==> src/common/blkcopy_defs.vh <==
// Constants for the table block-copy engine.
// Assumes the host CPU supplies stack levels, accumulator and operand each start.
// Operation
// - Table move takes word count from stack level one.
// - Table move takes source start address from the accumulator.
// - Table move takes destination start from the instruction operand.
// - Table move copies every source word into the same destination position.
// - Label copy takes word count from stack level two.
// - Label copy takes a word offset from stack level one.
// - The one offset is added to both source and destination starts.
// - Label copy source is accumulator: label id or data address.
// - Label copy destination start comes from the instruction operand.
// - Offset counts from zero; no bounds check, overruns copy undefined words.
// - Data-to-label copies are not clipped; overruns overwrite following program.
`ifndef BLKCOPY_DEFS_VH
`define BLKCOPY_DEFS_VH
`define BC_AW 16
`define BC_DW 16
`define BC_FIFO_DEPTH 16
`define BC_FIFO_AW 4
`define BC_OP_MOVE 2'h0
`define BC_OP_DATA_TO_LABEL 2'h1
`define BC_OP_LABEL_TO_DATA 2'h2
`endif

==> src/design/blkcopy_fifo.v <==
// Holds no code: the word FIFO sits beside the copy engine in the engine's own file.
// Assumes nothing of its surroundings.

==> src/design/table_block_copy_engine.v <==
// Block-copy engine: table move and label-area copy between memories.
// Assumes single-cycle-accept memory ports with valid/ready and registered read data.
`include "blkcopy_defs.vh"
`timescale 1ns/1ps
`default_nettype none
module table_block_copy_engine (
    input wire clk_i,
    input wire resetn_i,
    input wire start_i,
    input wire [1:0] op_i,
    input wire [`BC_AW-1:0] stack1_i,
    input wire [`BC_AW-1:0] stack2_i,
    input wire [`BC_AW-1:0] accum_i,
    input wire [`BC_AW-1:0] operand_i,
    output wire busy_o,
    output reg done_o,
    output wire rd_req_o,
    output reg rd_prog_o,
    output reg [`BC_AW-1:0] rd_addr_o,
    input wire rd_gnt_i,
    input wire rd_valid_i,
    input wire [`BC_DW-1:0] rd_data_i,
    output wire wr_req_o,
    output reg wr_prog_o,
    output reg [`BC_AW-1:0] wr_addr_o,
    output wire [`BC_DW-1:0] wr_data_o,
    input wire wr_gnt_i
);
    localparam [1:0] ST_IDLE = 2'h0;
    localparam [1:0] ST_RUN = 2'h1;
    localparam [1:0] ST_DONE = 2'h2;
    localparam [`BC_AW-1:0] ONE_W = {{(`BC_AW-1){1'b0}}, 1'b1};

    reg [1:0] state_q;
    reg [1:0] state_d;
    reg [`BC_AW-1:0] rd_left_q;
    reg [`BC_AW-1:0] rd_left_d;
    reg [`BC_AW-1:0] wr_left_q;
    reg [`BC_AW-1:0] wr_left_d;
    reg [`BC_AW-1:0] rd_addr_d;
    reg [`BC_AW-1:0] wr_addr_d;
    reg rd_prog_d;
    reg wr_prog_d;
    reg [4:0] inflight_q;
    reg [4:0] inflight_d;
    reg [4:0] occ_q;
    reg [4:0] occ_d;
    reg done_d;
    wire fifo_in_ready;
    wire fifo_out_valid;

    wire [`BC_AW-1:0] len = (op_i == `BC_OP_MOVE) ? stack1_i : stack2_i;
    wire [`BC_AW-1:0] offs = (op_i == `BC_OP_MOVE) ? {`BC_AW{1'b0}} : stack1_i;
    wire running = (state_q == ST_RUN);
    // Reads only issue while FIFO has room for all outstanding words
    wire room = ({1'b0, inflight_q} + 6'h01) <= (6'h10 - {1'b0, occ_q});
    wire rd_fire;
    wire wr_fire;

    assign busy_o = running;
    assign rd_req_o = running && (rd_left_q != {`BC_AW{1'b0}}) && fifo_in_ready && room;
    assign wr_req_o = running && fifo_out_valid;
    assign rd_fire = rd_req_o && rd_gnt_i;
    assign wr_fire = wr_req_o && wr_gnt_i;

    blkcopy_fifo #(
        .W(`BC_DW),
        .DEPTH(`BC_FIFO_DEPTH),
        .AW(`BC_FIFO_AW)
    ) blkcopy_fifo_inst (
        .clk_i(clk_i),
        .resetn_i(resetn_i),
        .flush_i(start_i && !running),
        .in_valid_i(rd_valid_i && running),
        .in_ready_o(fifo_in_ready),
        .in_data_i(rd_data_i),
        .out_valid_o(fifo_out_valid),
        .out_ready_i(wr_gnt_i && running),
        .out_data_o(wr_data_o)
    );

    // Next-state and datapath decode
    always @* begin
        state_d = state_q;
        rd_left_d = rd_left_q;
        wr_left_d = wr_left_q;
        rd_addr_d = rd_addr_o;
        wr_addr_d = wr_addr_o;
        rd_prog_d = rd_prog_o;
        wr_prog_d = wr_prog_o;
        inflight_d = inflight_q;
        occ_d = occ_q;
        done_d = 1'b0;
        case (state_q)
            ST_IDLE: begin
                inflight_d = 5'h00;
                occ_d = 5'h00;
                if (start_i) begin
                    rd_left_d = len;
                    wr_left_d = len;
                    rd_addr_d = accum_i + offs;
                    wr_addr_d = operand_i + offs;
                    rd_prog_d = (op_i == `BC_OP_LABEL_TO_DATA);
                    wr_prog_d = (op_i == `BC_OP_DATA_TO_LABEL);
                    // Zero count skips straight to the done pulse
                    if (len == {`BC_AW{1'b0}}) begin
                        state_d = ST_DONE;
                    end else begin
                        state_d = ST_RUN;
                    end
                end
            end
            ST_RUN: begin
                if (rd_fire) begin
                    rd_left_d = rd_left_q - ONE_W;
                    rd_addr_d = rd_addr_o + ONE_W;
                end
                inflight_d = inflight_q + {4'h0, rd_fire} - {4'h0, rd_valid_i};
                occ_d = occ_q + {4'h0, rd_valid_i} - {4'h0, wr_fire};
                if (wr_fire) begin
                    // No clipping at the label-area end
                    wr_left_d = wr_left_q - ONE_W;
                    wr_addr_d = wr_addr_o + ONE_W;
                    if (wr_left_q == ONE_W) begin
                        state_d = ST_DONE;
                    end
                end
            end
            ST_DONE: begin
                done_d = 1'b1;
                state_d = ST_IDLE;
            end
            default: begin
                state_d = ST_IDLE;
            end
        endcase
    end

    always @(posedge clk_i or negedge resetn_i) begin
        if (!resetn_i) begin
            state_q <= ST_IDLE;
            rd_left_q <= {`BC_AW{1'b0}};
            wr_left_q <= {`BC_AW{1'b0}};
            rd_addr_o <= {`BC_AW{1'b0}};
            wr_addr_o <= {`BC_AW{1'b0}};
            rd_prog_o <= 1'b0;
            wr_prog_o <= 1'b0;
            inflight_q <= 5'h00;
            occ_q <= 5'h00;
            done_o <= 1'b0;
        end else begin
            state_q <= state_d;
            rd_left_q <= rd_left_d;
            wr_left_q <= wr_left_d;
            rd_addr_o <= rd_addr_d;
            wr_addr_o <= wr_addr_d;
            rd_prog_o <= rd_prog_d;
            wr_prog_o <= wr_prog_d;
            inflight_q <= inflight_d;
            occ_q <= occ_d;
            done_o <= done_d;
        end
    end

endmodule // table_block_copy_engine

// Word FIFO with valid/ready on both sides; flush empties it in one cycle
module blkcopy_fifo #(
    parameter W = 32,
    parameter DEPTH = 16,
    parameter AW = 4
) (
    input wire clk_i,
    input wire resetn_i,
    input wire flush_i,
    input wire in_valid_i,
    output wire in_ready_o,
    input wire [W-1:0] in_data_i,
    output wire out_valid_o,
    input wire out_ready_i,
    output wire [W-1:0] out_data_o
);
    reg [W-1:0] mem [0:DEPTH-1];
    reg [AW-1:0] wr_q;
    reg [AW-1:0] rd_q;
    reg [AW:0] cnt_q;
    wire push = in_valid_i && in_ready_o;
    wire pop = out_valid_o && out_ready_i;

    assign in_ready_o = (cnt_q != DEPTH[AW:0]);
    assign out_valid_o = (cnt_q != {(AW+1){1'b0}});
    assign out_data_o = mem[rd_q];

    always @(posedge clk_i) begin
        if (push) begin
            mem[wr_q] <= in_data_i;
        end
    end

    always @(posedge clk_i or negedge resetn_i) begin
        if (!resetn_i) begin
            wr_q <= {AW{1'b0}};
            rd_q <= {AW{1'b0}};
            cnt_q <= {(AW+1){1'b0}};
        end else if (flush_i) begin
            wr_q <= {AW{1'b0}};
            rd_q <= {AW{1'b0}};
            cnt_q <= {(AW+1){1'b0}};
        end else begin
            if (push) begin
                wr_q <= wr_q + {{(AW-1){1'b0}}, 1'b1};
            end
            if (pop) begin
                rd_q <= rd_q + {{(AW-1){1'b0}}, 1'b1};
            end
            // Simultaneous push and pop leave the count alone
            if (push && !pop) begin
                cnt_q <= cnt_q + {{AW{1'b0}}, 1'b1};
            end else if (pop && !push) begin
                cnt_q <= cnt_q - {{AW{1'b0}}, 1'b1};
            end
        end
    end
endmodule // blkcopy_fifo
`default_nettype wire

==> config.mk <==
export PLATFORM = sky130hd
export DESIGN_NAME = table_block_copy_engine
export DESIGN_NICKNAME = d
export VERILOG_FILES = /design/src/design/blkcopy_fifo.v /design/src/design/table_block_copy_engine.v
export VERILOG_INCLUDE_DIRS = /design/src /design/src/common
export SDC_FILE = /design/constraint.sdc
export NUM_CORES = 1
export LEC_CHECK = 0
export BUFFER_PORTS_ARGS = -buffer_cell sky130_fd_sc_hd__buf_2
export CAP_MARGIN = 20
export CORE_UTILIZATION = 50
export CTS_BUF_LIST = sky130_fd_sc_hd__clkbuf_16
export CTS_CLUSTER_SIZE = 40
export DETAILED_ROUTE_END_ITERATION = 7
export GPL_TIMING_DRIVEN = 0
export PLACE_DENSITY = 0.67
export SLEW_MARGIN = 0
export SYNTH_ARGS = -nofsm -noshare
export SYNTH_HDL_FRONTEND = slang
export SYNTH_SLANG_ARGS = --single-unit
==> constraint.sdc <==
create_clock -name clk_i -period 4.7 [get_ports clk_i]
set_input_delay 0.47 -clock clk_i [delete_from_list [all_inputs] [get_ports clk_i]]
set_output_delay 0.47 -clock clk_i [all_outputs]
set_load 0.005 [all_outputs]
# Yosys cells after proc, flatten, opt, wreduce, memory -nomap -nowiden
# Memories as Yosys holds them, arrays and structs flattened.
# Index checks and enable logic that the tools add are counted.
# Widths: inputs -> output; s select.
# word_totals
ff_bits	92
mem_bits_rw	256
inputBits	88
output_inout_bits	54
elab_cells	100
memories	1
# mem_list
name	words	width	rd	rd_ports_with_merged_regs	wr	line	source
blkcopy_fifo_inst.mem	16	16	1	0	1	table_block_copy_engine.v:183	reg [W-1:0] mem [0:DEPTH-1];
# op_classes
add_sub_neg	16
magnitude_cmp	1
n_eq_ne	10
mux	30
reduce_logical	29
# op_table
op	count
$mux 16	9
$pmux 16 s2	4
$add 16x1->16 const B	2
$add 16x16->16	2
$sub 16x1->16 const B	2
$pmux 5 s2	2
$eq 16x1->1 const B	1
$logic_not 16->1	1
$mux 4	4
$reduce_bool 16->1	1
$mux 5	3
$logic_and 1x1->1	13
$add 5x1->5	2
$sub 5x1->5	2
$reduce_and 3->1	3
$add 4x1->4 const B	2
$mux 2	4
$add 5x1->6 const B	1
$le 6x6->1	1
$ne 2x1->1 const B	3
$reduce_bool 2->1	3
$sub 5x5->6 const A	1
$add 5x1->5 const B	1
$ne 5x5->1 const B	1
11 further kinds	18

# Logic depth before layout (Yosys ltp)
# Gate-level depths: netlist (run 1).
# depth
word_depth	8
ltp_mapped	17
ltp_nobuf	17

# Modules after synthesis
# From an unflattened synthesis (run 1), not the netlist that was laid out.
# hier_totals
hier_cells	1435
area_unflattened_um2	17576.9
# modules_own_cells
module	instances	cells_each	area_each_um2	seq_area_each_um2
blkcopy_fifo	1	568	10764.1	8012.7
table_block_copy_engine	1	867	6812.8	1976.9

# Least setup slack after synthesis (run 1)
# No wires, ideal clock.
# synth_path
kind	input port to flip-flop
start	input port op_i[0]
end	register rd_addr_o[15]
setup_time_ps	143
arrival_time_ps	3149
required_ps	4557
path_slack_ps	1408
path_stages	13
n_path_buf	3
cell_sequence	or2_2 clkbuf_1 clkbuf_1 and2_1 ha_1 clkbuf_1 a211oi_1 o21bai_1 a21o_1 a221o_1 a221oi_1 xnor2_1 a22oi_1
# synth_between
elab_chain_cells	5
# synth_lines
element	line	source
from (decl)	table_block_copy_engine.v:10	input wire [1:0] op_i,
$logic_not 2->1 (no source line)	n/a	
$mux 16	table_block_copy_engine.v:53	wire [`BC_AW-1:0] offs = (op_i == `BC_OP_MOVE) ? {`BC_AW{1'b0}} : stack1_i;
$add 16x16->16	table_block_copy_engine.v:101	rd_addr_d = accum_i + offs;
$mux 16	table_block_copy_engine.v:98	if (start_i) begin
$pmux 16 s2	table_block_copy_engine.v:94	case (state_q)
to (signal assigned)	table_block_copy_engine.v:144	rd_addr_o <= {`BC_AW{1'b0}};
to (signal assigned)	table_block_copy_engine.v:155	rd_addr_o <= rd_addr_d;
to (decl)	table_block_copy_engine.v:19	output reg [`BC_AW-1:0] rd_addr_o,
# No other way between the ends. The select of a mux whose other input is x is not followed.
# A chain may end at the register's enable or synchronous reset.

# Worst setup path after layout (run 1)
# layout_path
start	register occ_q[1]
end	register inflight_q[4]
# layout_between
elab_chain_cells	7
# layout_lines
element	line	source
from (decl)	table_block_copy_engine.v:46	reg [4:0] occ_q;
from (signal assigned)	table_block_copy_engine.v:149	occ_q <= 5'h00;
from (signal assigned)	table_block_copy_engine.v:160	occ_q <= occ_d;
$sub 5x5->6	table_block_copy_engine.v:56	wire room = ({1'b0, inflight_q} + 6'h01) <= (6'h10 - {1'b0, occ_q});
$le 6x6->1	table_block_copy_engine.v:56	
$logic_and 1x1->1	table_block_copy_engine.v:61	assign rd_req_o = running && (rd_left_q != {`BC_AW{1'b0}}) && fifo_in_ready && room;
$logic_and 1x1->1	table_block_copy_engine.v:63	assign rd_fire = rd_req_o && rd_gnt_i;
$add 5x1->5	table_block_copy_engine.v:118	inflight_d = inflight_q + {4'h0, rd_fire} - {4'h0, rd_valid_i};
$sub 5x1->5	table_block_copy_engine.v:118	
$pmux 5 s2	table_block_copy_engine.v:94	
to (signal assigned)	table_block_copy_engine.v:159	inflight_q <= inflight_d;
to (decl)	table_block_copy_engine.v:44	reg [4:0] inflight_q;
# No other way between the ends.

==> flow_summary.yaml, run 1 <==
synth:
  synthAdderAreaFrac_pct: 5.53
  synthCells: 1317
  yosysWarningCount: 0
  synthMuxAreaShare_pct: 10.7
  postSynth.asyncResetShare_pct: 26.4
  synth_compound_area_share_pct: 11.1
  synth.area.top_cells: "edfxtp_1 (45%), dfrtp_1 (13%), mux4_2 (10%)"
  synth_top_family_by_area: "compound AO/OA/AOI/OAI gates"
  synthXorXnorAreaFrac_pct: 2.09
  synth_edf_count: 256
  ys.flop_type: "edfxtp_1"
  synth_top_cell_area_share_pct: 44.7
  yosysSeqAreaShare_pct: 58.1
  yosysUniqueCellTypes: 65
  syn-mean-instance-area_um2: 13.1
  synth-seq-cells: 348
  synth-simple-area-share_pct: 9.85
  yosys.area.top_type: "edfxtp_1"
  synth_fp_nets: 1478
  synth_area_um2: 17200
timing:
  clock_skew_ns: 0.0164
  setup-tns-final_ns: 0
  slew_violations: 0
  worst_slack_ns: 0.850
  min_period_ns: 3.85
  max_slew_margin_pct: 24.7
  rsz0062_at_grt: "no"
  timing.fmax_mhz: 260
  hold_violations: 0
  period_share_pct: 81.9
  setup_violations: 0
  tightestPinTransition_ns: 1.13
routing:
  drc_errors: 0
  first_iter_violations: 1063
  firstDrtPassIters: 6
  drtAntennaViolNets: 0
  wl_per_cell_um: 23.6
  vias: 12050
  via_per_inst: 6.07
  routed_wl_um: 46900
min_path:
  hold_class: "in2async"
clocking:
  clk_latency_ns: 0.54
  hold_buffers: 0
  clock_path_buffers: 3
  root_buffer: "clkbuf_16"
  tritoncts: "built"
  cts_resized: 0
  post_cts_buffers: 0
  htreeDepth: 2
  cts_buffers: 37
  clkTransAtPathRegs_ns: 0.06
  clkSinkCount: 348
setup_path:
  arrival_ns: 4.24
  reg2reg_depth: 17
  rrSetupSlack_ns: 0.85
  worst_ep_required_time_ns: 5.09
  startpoint_type: "register"
  rr_startpoint: "occ_q[1]$_DFFE_PN0P_"
  crit_type: "reg2reg"
  r2r-end: "inflight_q[4]$_DFFE_PN0P_"
  critPathCaptureType: "register"
  path_max_fanout: 4
final_layout:
  area_growth_pct: 15.5
  drive_above_1_share_pct: 19.7
  stdcell_count: 1986
  diodes: 0
  nets: 1671
  layout_common_cells: "edfxtp_1 (256), buf_2 (145), a21oi_1 (115), nor2_1 (104), dfrtp_1 (92)"
  layout_commonest_cell: "edfxtp_1"
floorplanning:
  core-area_um2: 33700
  die_x_um: 187
  die_area_um2: 35100
  num_rows: 67
  pin_count: 142
  die_h_um: 187
  start_util_pct: 51.0
global_route:
  grt_max_degree: 52
  grtUsageTotal_pct: 27.1
  grt_overflow: 0
  antenna_found_initial: 0
  grt_pass1_vias: 12091
  grt_pass1_wl_um: 71200
power:
  total_leakage_power_nw: 7.40
  ir_drop_mv: 0.376
  power_density_nw_per_um2: 587
  power.total_mw: 11.7
placement:
  pre_cts_slack_ns: 0.637
  hpwl_um: 33200
  dp_cells: 1915
  globalplace.congestion: 0.975
  portBuffers: 141
status:
  status: "complete, no violations"
job:
  drv_cap: 0
-- stage by stage --
stage / hold WS, ns / util [%] / area, um2
2_1_floorplan: 0.174 / - / 17200
3_3_place_gp: 0.450 / 54.8 / 18500
3_5_place_dp: 0.454 / 55.3 / 18700
4_1_cts: 0.0164 / 58.8 / 19800
5_1_grt: 0.0454 / 58.9 / 19900
6_report: 0.00118 / 58.9 / 19900
-- layout make-up --
cell class	count	area [um2]
Sequential cell	348	9990
Tap cell	448	561
Clock buffer	38	951
Timing Repair Buffer	154	925
Multi-Input combinational cell	857	6790
Fill cell	2698	13800
Clock inverter	29	201
Buffer	64	269
Inverter	48	180
-- synthesized netlist by cell type, types with 7 or more instances --
cell type  instances
edfxtp_1         256
a21oi_1          115
nor2_1           108
dfrtp_1           92
mux4_2            80
nand2_1           76
ha_1              68
o21ai_0           61
inv_1             47
clkbuf_1          42
and2_1            41
nand3_1           31
nor3_1            26
a31oi_1           21
xnor2_1           21
a211oi_1          20
xor2_1            20
a21o_1            18
o22a_1            16
nor4_1            15
buf_1             14
and3_1            11
nand2b_1          10
nand4_1           10
or3_1              7
-- cells by family after synthesis --
group / after synthesis
and+or+nand+nor: 352
adders and majority gates: 73
xor gates and xnor gates: 41
buffers and inverters: 112
muxes: 84
AOI/OAI and AO/OA: 307
DFF: 348
-- where the power goes --
part	internal (mW)	total [mW]	switching, mW
clock	1.58	2.78	1.20
sequential	3.80	4.30	0.502
combinational	1.88	4.58	2.70
-- worst max-delay path, stage by stage, from the launching register on --
cell and delay, ns:
dfrtp_1 0.40, inv_1 0.15, ha_1 0.21, nand2_1 0.07, xor2_1 0.14, ha_1 0.29, a21o_1 0.18, a21oi_1 0.16
a21o_1 0.31, nand2_1 0.23, ha_1 0.33, inv_1 0.04, ha_1 0.20, fa_1 0.41, a21o_1 0.20, a21oi_1 0.17
xnor2_1 0.13, o21ai_0 0.08
-- registers in the layout (all words and copies together), names as in the netlist, 4 cells and up --
signal	count
blkcopy_fifo_inst.rd_q	4
wr_left_q	16
rd_addr_o	16
wr_addr_o	16
blkcopy_fifo_inst.wr_q	4
blkcopy_fifo_inst.cnt_q	5
rd_left_q	16
blkcopy_fifo_inst.mem	256
inflight_q	5
occ_q	5
-- how the worst max path moves through the flow --
stage                                     startpoint                               endpoint  slack [ns]  cells past startpoint
3_5_place_dp                                 op_i[0]              rd_addr_o[15]$_DFFE_PN0P_        0.64                     14
4_1_cts        blkcopy_fifo_inst.rd_q[0]$_DFFE_PN0P_                           wr_data_o[1]        0.77                      5
5_1_grt                         occ_q[1]$_DFFE_PN0P_              inflight_q[4]$_DFFE_PN0P_        0.60                     17
3_3_place_gp                  state_q[1]$_DFFE_PN0P_  blkcopy_fifo_inst.mem[4][5]$_DFFE_PP_       -0.12                      7
6_report                        occ_q[1]$_DFFE_PN0P_              inflight_q[4]$_DFFE_PN0P_        0.85                     17
2_1_floorplan                                op_i[0]              rd_addr_o[15]$_DFFE_PN0P_        1.41                     13
-- metal layers --
layer  global-route usage (%)  part of all wire [%]  vias up
li1                         -                     -     5445
met4                     11.1                   3.6        0
met1                     36.7                    41     5950
met2                     42.9                    47      555
met5                        0                     0        -
met3                     5.74                   8.5      100
Note: power is estimated with default switching activity, not from simulation.
==> run 2, diff against run 1 <==
- clock period: 4.7 -> 3.8 ns (I/O delays scaled with it)
==> run 2 against run 1 <==
- via count rose by 0.47%
- largest power group unchanged
- die area did not move
- clock power rose by 23%
- critical endpoint unchanged
- design area rose by 0.20%
- highest routed layer unchanged
- largest cell class unchanged
==> flow_summary.yaml, run 2 (synthesis gave the netlist of run 1 again) <==
final_layout:
  layout_commonest_cell: "edfxtp_1"
  fin_area_um2: 19900
  area_growth_pct: 15.7
  diodes: 0
  largest-register: "blkcopy_fifo_inst.mem"
  stdcell_count: 1988
  largest_reg_flops: 256
  nets: 1673
  layout_common_cells: "edfxtp_1 (256), buf_2 (145), a21oi_1 (114), nor2_1 (104), dfrtp_1 (92)"
  drive_above_1_share_pct: 20.3
min_path:
  min_from: "op_i[1]"
  hold_class: "in2reg"
timing:
  rsz0062_at_grt: "yes"
  hold_violations: 0
  slew_violations: 0
  clock_skew_ns: 0.0157
  max_slew_margin_pct: 25.8
  tightestPinTransition_ns: 1.11
  min_period_ns: 3.71
  timing.fmax_mhz: 270
  period_share_pct: 97.5
  setup_violations: 0
global_route:
  met1_usage_pct: 36.8
  antenna_found_initial: 0
  grt-busiest-layer: "met2"
  use_met3_pct: 5.57
  grt_overflow: 0
  gr-usage-met2_pct: 43.0
  grt_pass1_wl_um: 71200
  grt_pass1_vias: 12102
  grtUsageTotal_pct: 27.1
  grt_max_degree: 52
status:
  status: "complete, no violations"
setup_path:
  r2r-end: "inflight_q[4]$_DFFE_PN0P_"
  rrSetupSlack_ns: 0.09
  arrival_ns: 4.09
  critPathCaptureType: "register"
  endpoint: "inflight_q[4]$_DFFE_PN0P_"
  reg2reg_depth: 15
  path_max_fanout: 6
  crit_type: "reg2reg"
  startpoint_type: "register"
  rr_startpoint: "rd_left_q[0]$_DFFE_PN0P_"
  worst_ep_required_time_ns: 4.18
  critPathLaunch: "rd_left_q[0]$_DFFE_PN0P_"
clocking:
  tritoncts: "built"
  clock_path_buffers: 3
  clkSinkCount: 348
  clkTransAtPathRegs_ns: 0.06
  clk_latency_ns: 0.54
  root_buffer: "clkbuf_16"
  cts_buffers: 37
  htreeDepth: 2
routing:
  routed_wl_um: 47000
  firstDrtPassIters: 5
  drc_errors: 0
  via_per_inst: 6.09
  wl_per_cell_um: 23.6
  first_iter_violations: 1064
  vias: 12107
  drtAntennaViolNets: 0
placement:
  globalplace.congestion: 0.975
  place_area_um2: 18700
  hpwl_um: 33200
  dp_cells: 1915
  portBuffers: 141
power:
  power_density_nw_per_um2: 728
  power.total_mw: 14.5
  ir_drop_mv: 0.466
  total_leakage_power_nw: 7.43
floorplanning:
  start_util_pct: 51.0
  die_h_um: 187
  num_rows: 67
  die_x_um: 187
  die_area_um2: 35100
  pin_count: 142
  core-area_um2: 33700
job:
  drv_cap: 0
-- run 2: repair_timing --
action | in CTS | in global routing
endpoints found under the setup margin | 6 | 18
gates resized for setup | 4 | 10
buffers inserted | 1 | 1
pin swaps | 1 | 1
gates cloned | 0 | 0
hold buffers | 1 | 0
hold endpoints to repair | 50 | 0
-- run 2: critical path, stage by stage, from the launching register on --
cell and delay (ns):
dfrtp_1 0.41, inv_1 0.08, ha_1 0.19, or3b_1 0.41, or3_1 0.35, clkbuf_2 0.18
o311a_4 0.42, nand2_2 0.14, ha_1 0.14, inv_1 0.04, ha_1 0.20, fa_1 0.41
a21o_1 0.20, a21oi_1 0.17, xnor2_1 0.13, o21ai_0 0.08
-- run 2: per-stage QoR --
| stage | TNS (ns) | hold WS, ns | utilization (%) | setup slack, ns |
|---|---|---|---|---|
| finish | 0 | 0.111 | 59.1 | 0.0946 |
| floorplan | 0 | 0.0844 | - | 0.512 |
| detailed placement | -0.276 | 0.454 | 55.3 | -0.173 |
| global route | -0.0840 | 0.132 | 59.1 | -0.0645 |
| CTS | 0 | 0.101 | 58.9 | 0.00574 |
| global placement | -63.35 | 0.450 | 54.8 | -1.02 |
-- run 2: per-layer routing --
metal / up-vias / wire, um
met3: 113 / 3980
li1: 5444 / -
met5: - / 0
met2: 595 / 21800
met4: 0 / 1700
met1: 5955 / 19600
-- run 2: final cells by class --
| class | count | area, um2 |
|---|---|---|
| Buffer | 64 | 282 |
| Clock buffer | 38 | 951 |
| Clock inverter | 29 | 201 |
| Fill cell | 2697 | 13800 |
| Inverter | 48 | 180 |
| Multi-Input combinational cell | 857 | 6810 |
| Sequential cell | 348 | 9990 |
| Tap cell | 448 | 561 |
| Timing Repair Buffer | 156 | 935 |
-- run 2: how the worst min path moves through the flow --
stage,end,slack [ns],cells past startpoint
6_report,rd_prog_o$_DFFE_PN0P_,0.11,3
5_1_grt,rd_prog_o$_DFFE_PN0P_,0.13,3
4_1_cts,rd_prog_o$_DFFE_PN0P_,0.10,3
3_5_place_dp,rd_prog_o$_DFFE_PN0P_,0.45,2
3_3_place_gp,wr_prog_o$_DFFE_PN0P_,0.45,2
2_1_floorplan,blkcopy_fifo_inst.cnt_q[0]$_DFFE_PN0P_,0.08,0
-- run 2: power by group --
group	leakage [nW]	total, mW	internal, mW	switching, mW
combinational	3.42	5.73	2.37	3.36
sequential	3.39	5.32	4.70	0.620
clock	0.619	3.43	1.96	1.48
total	7.43	14.5	9.03	5.45
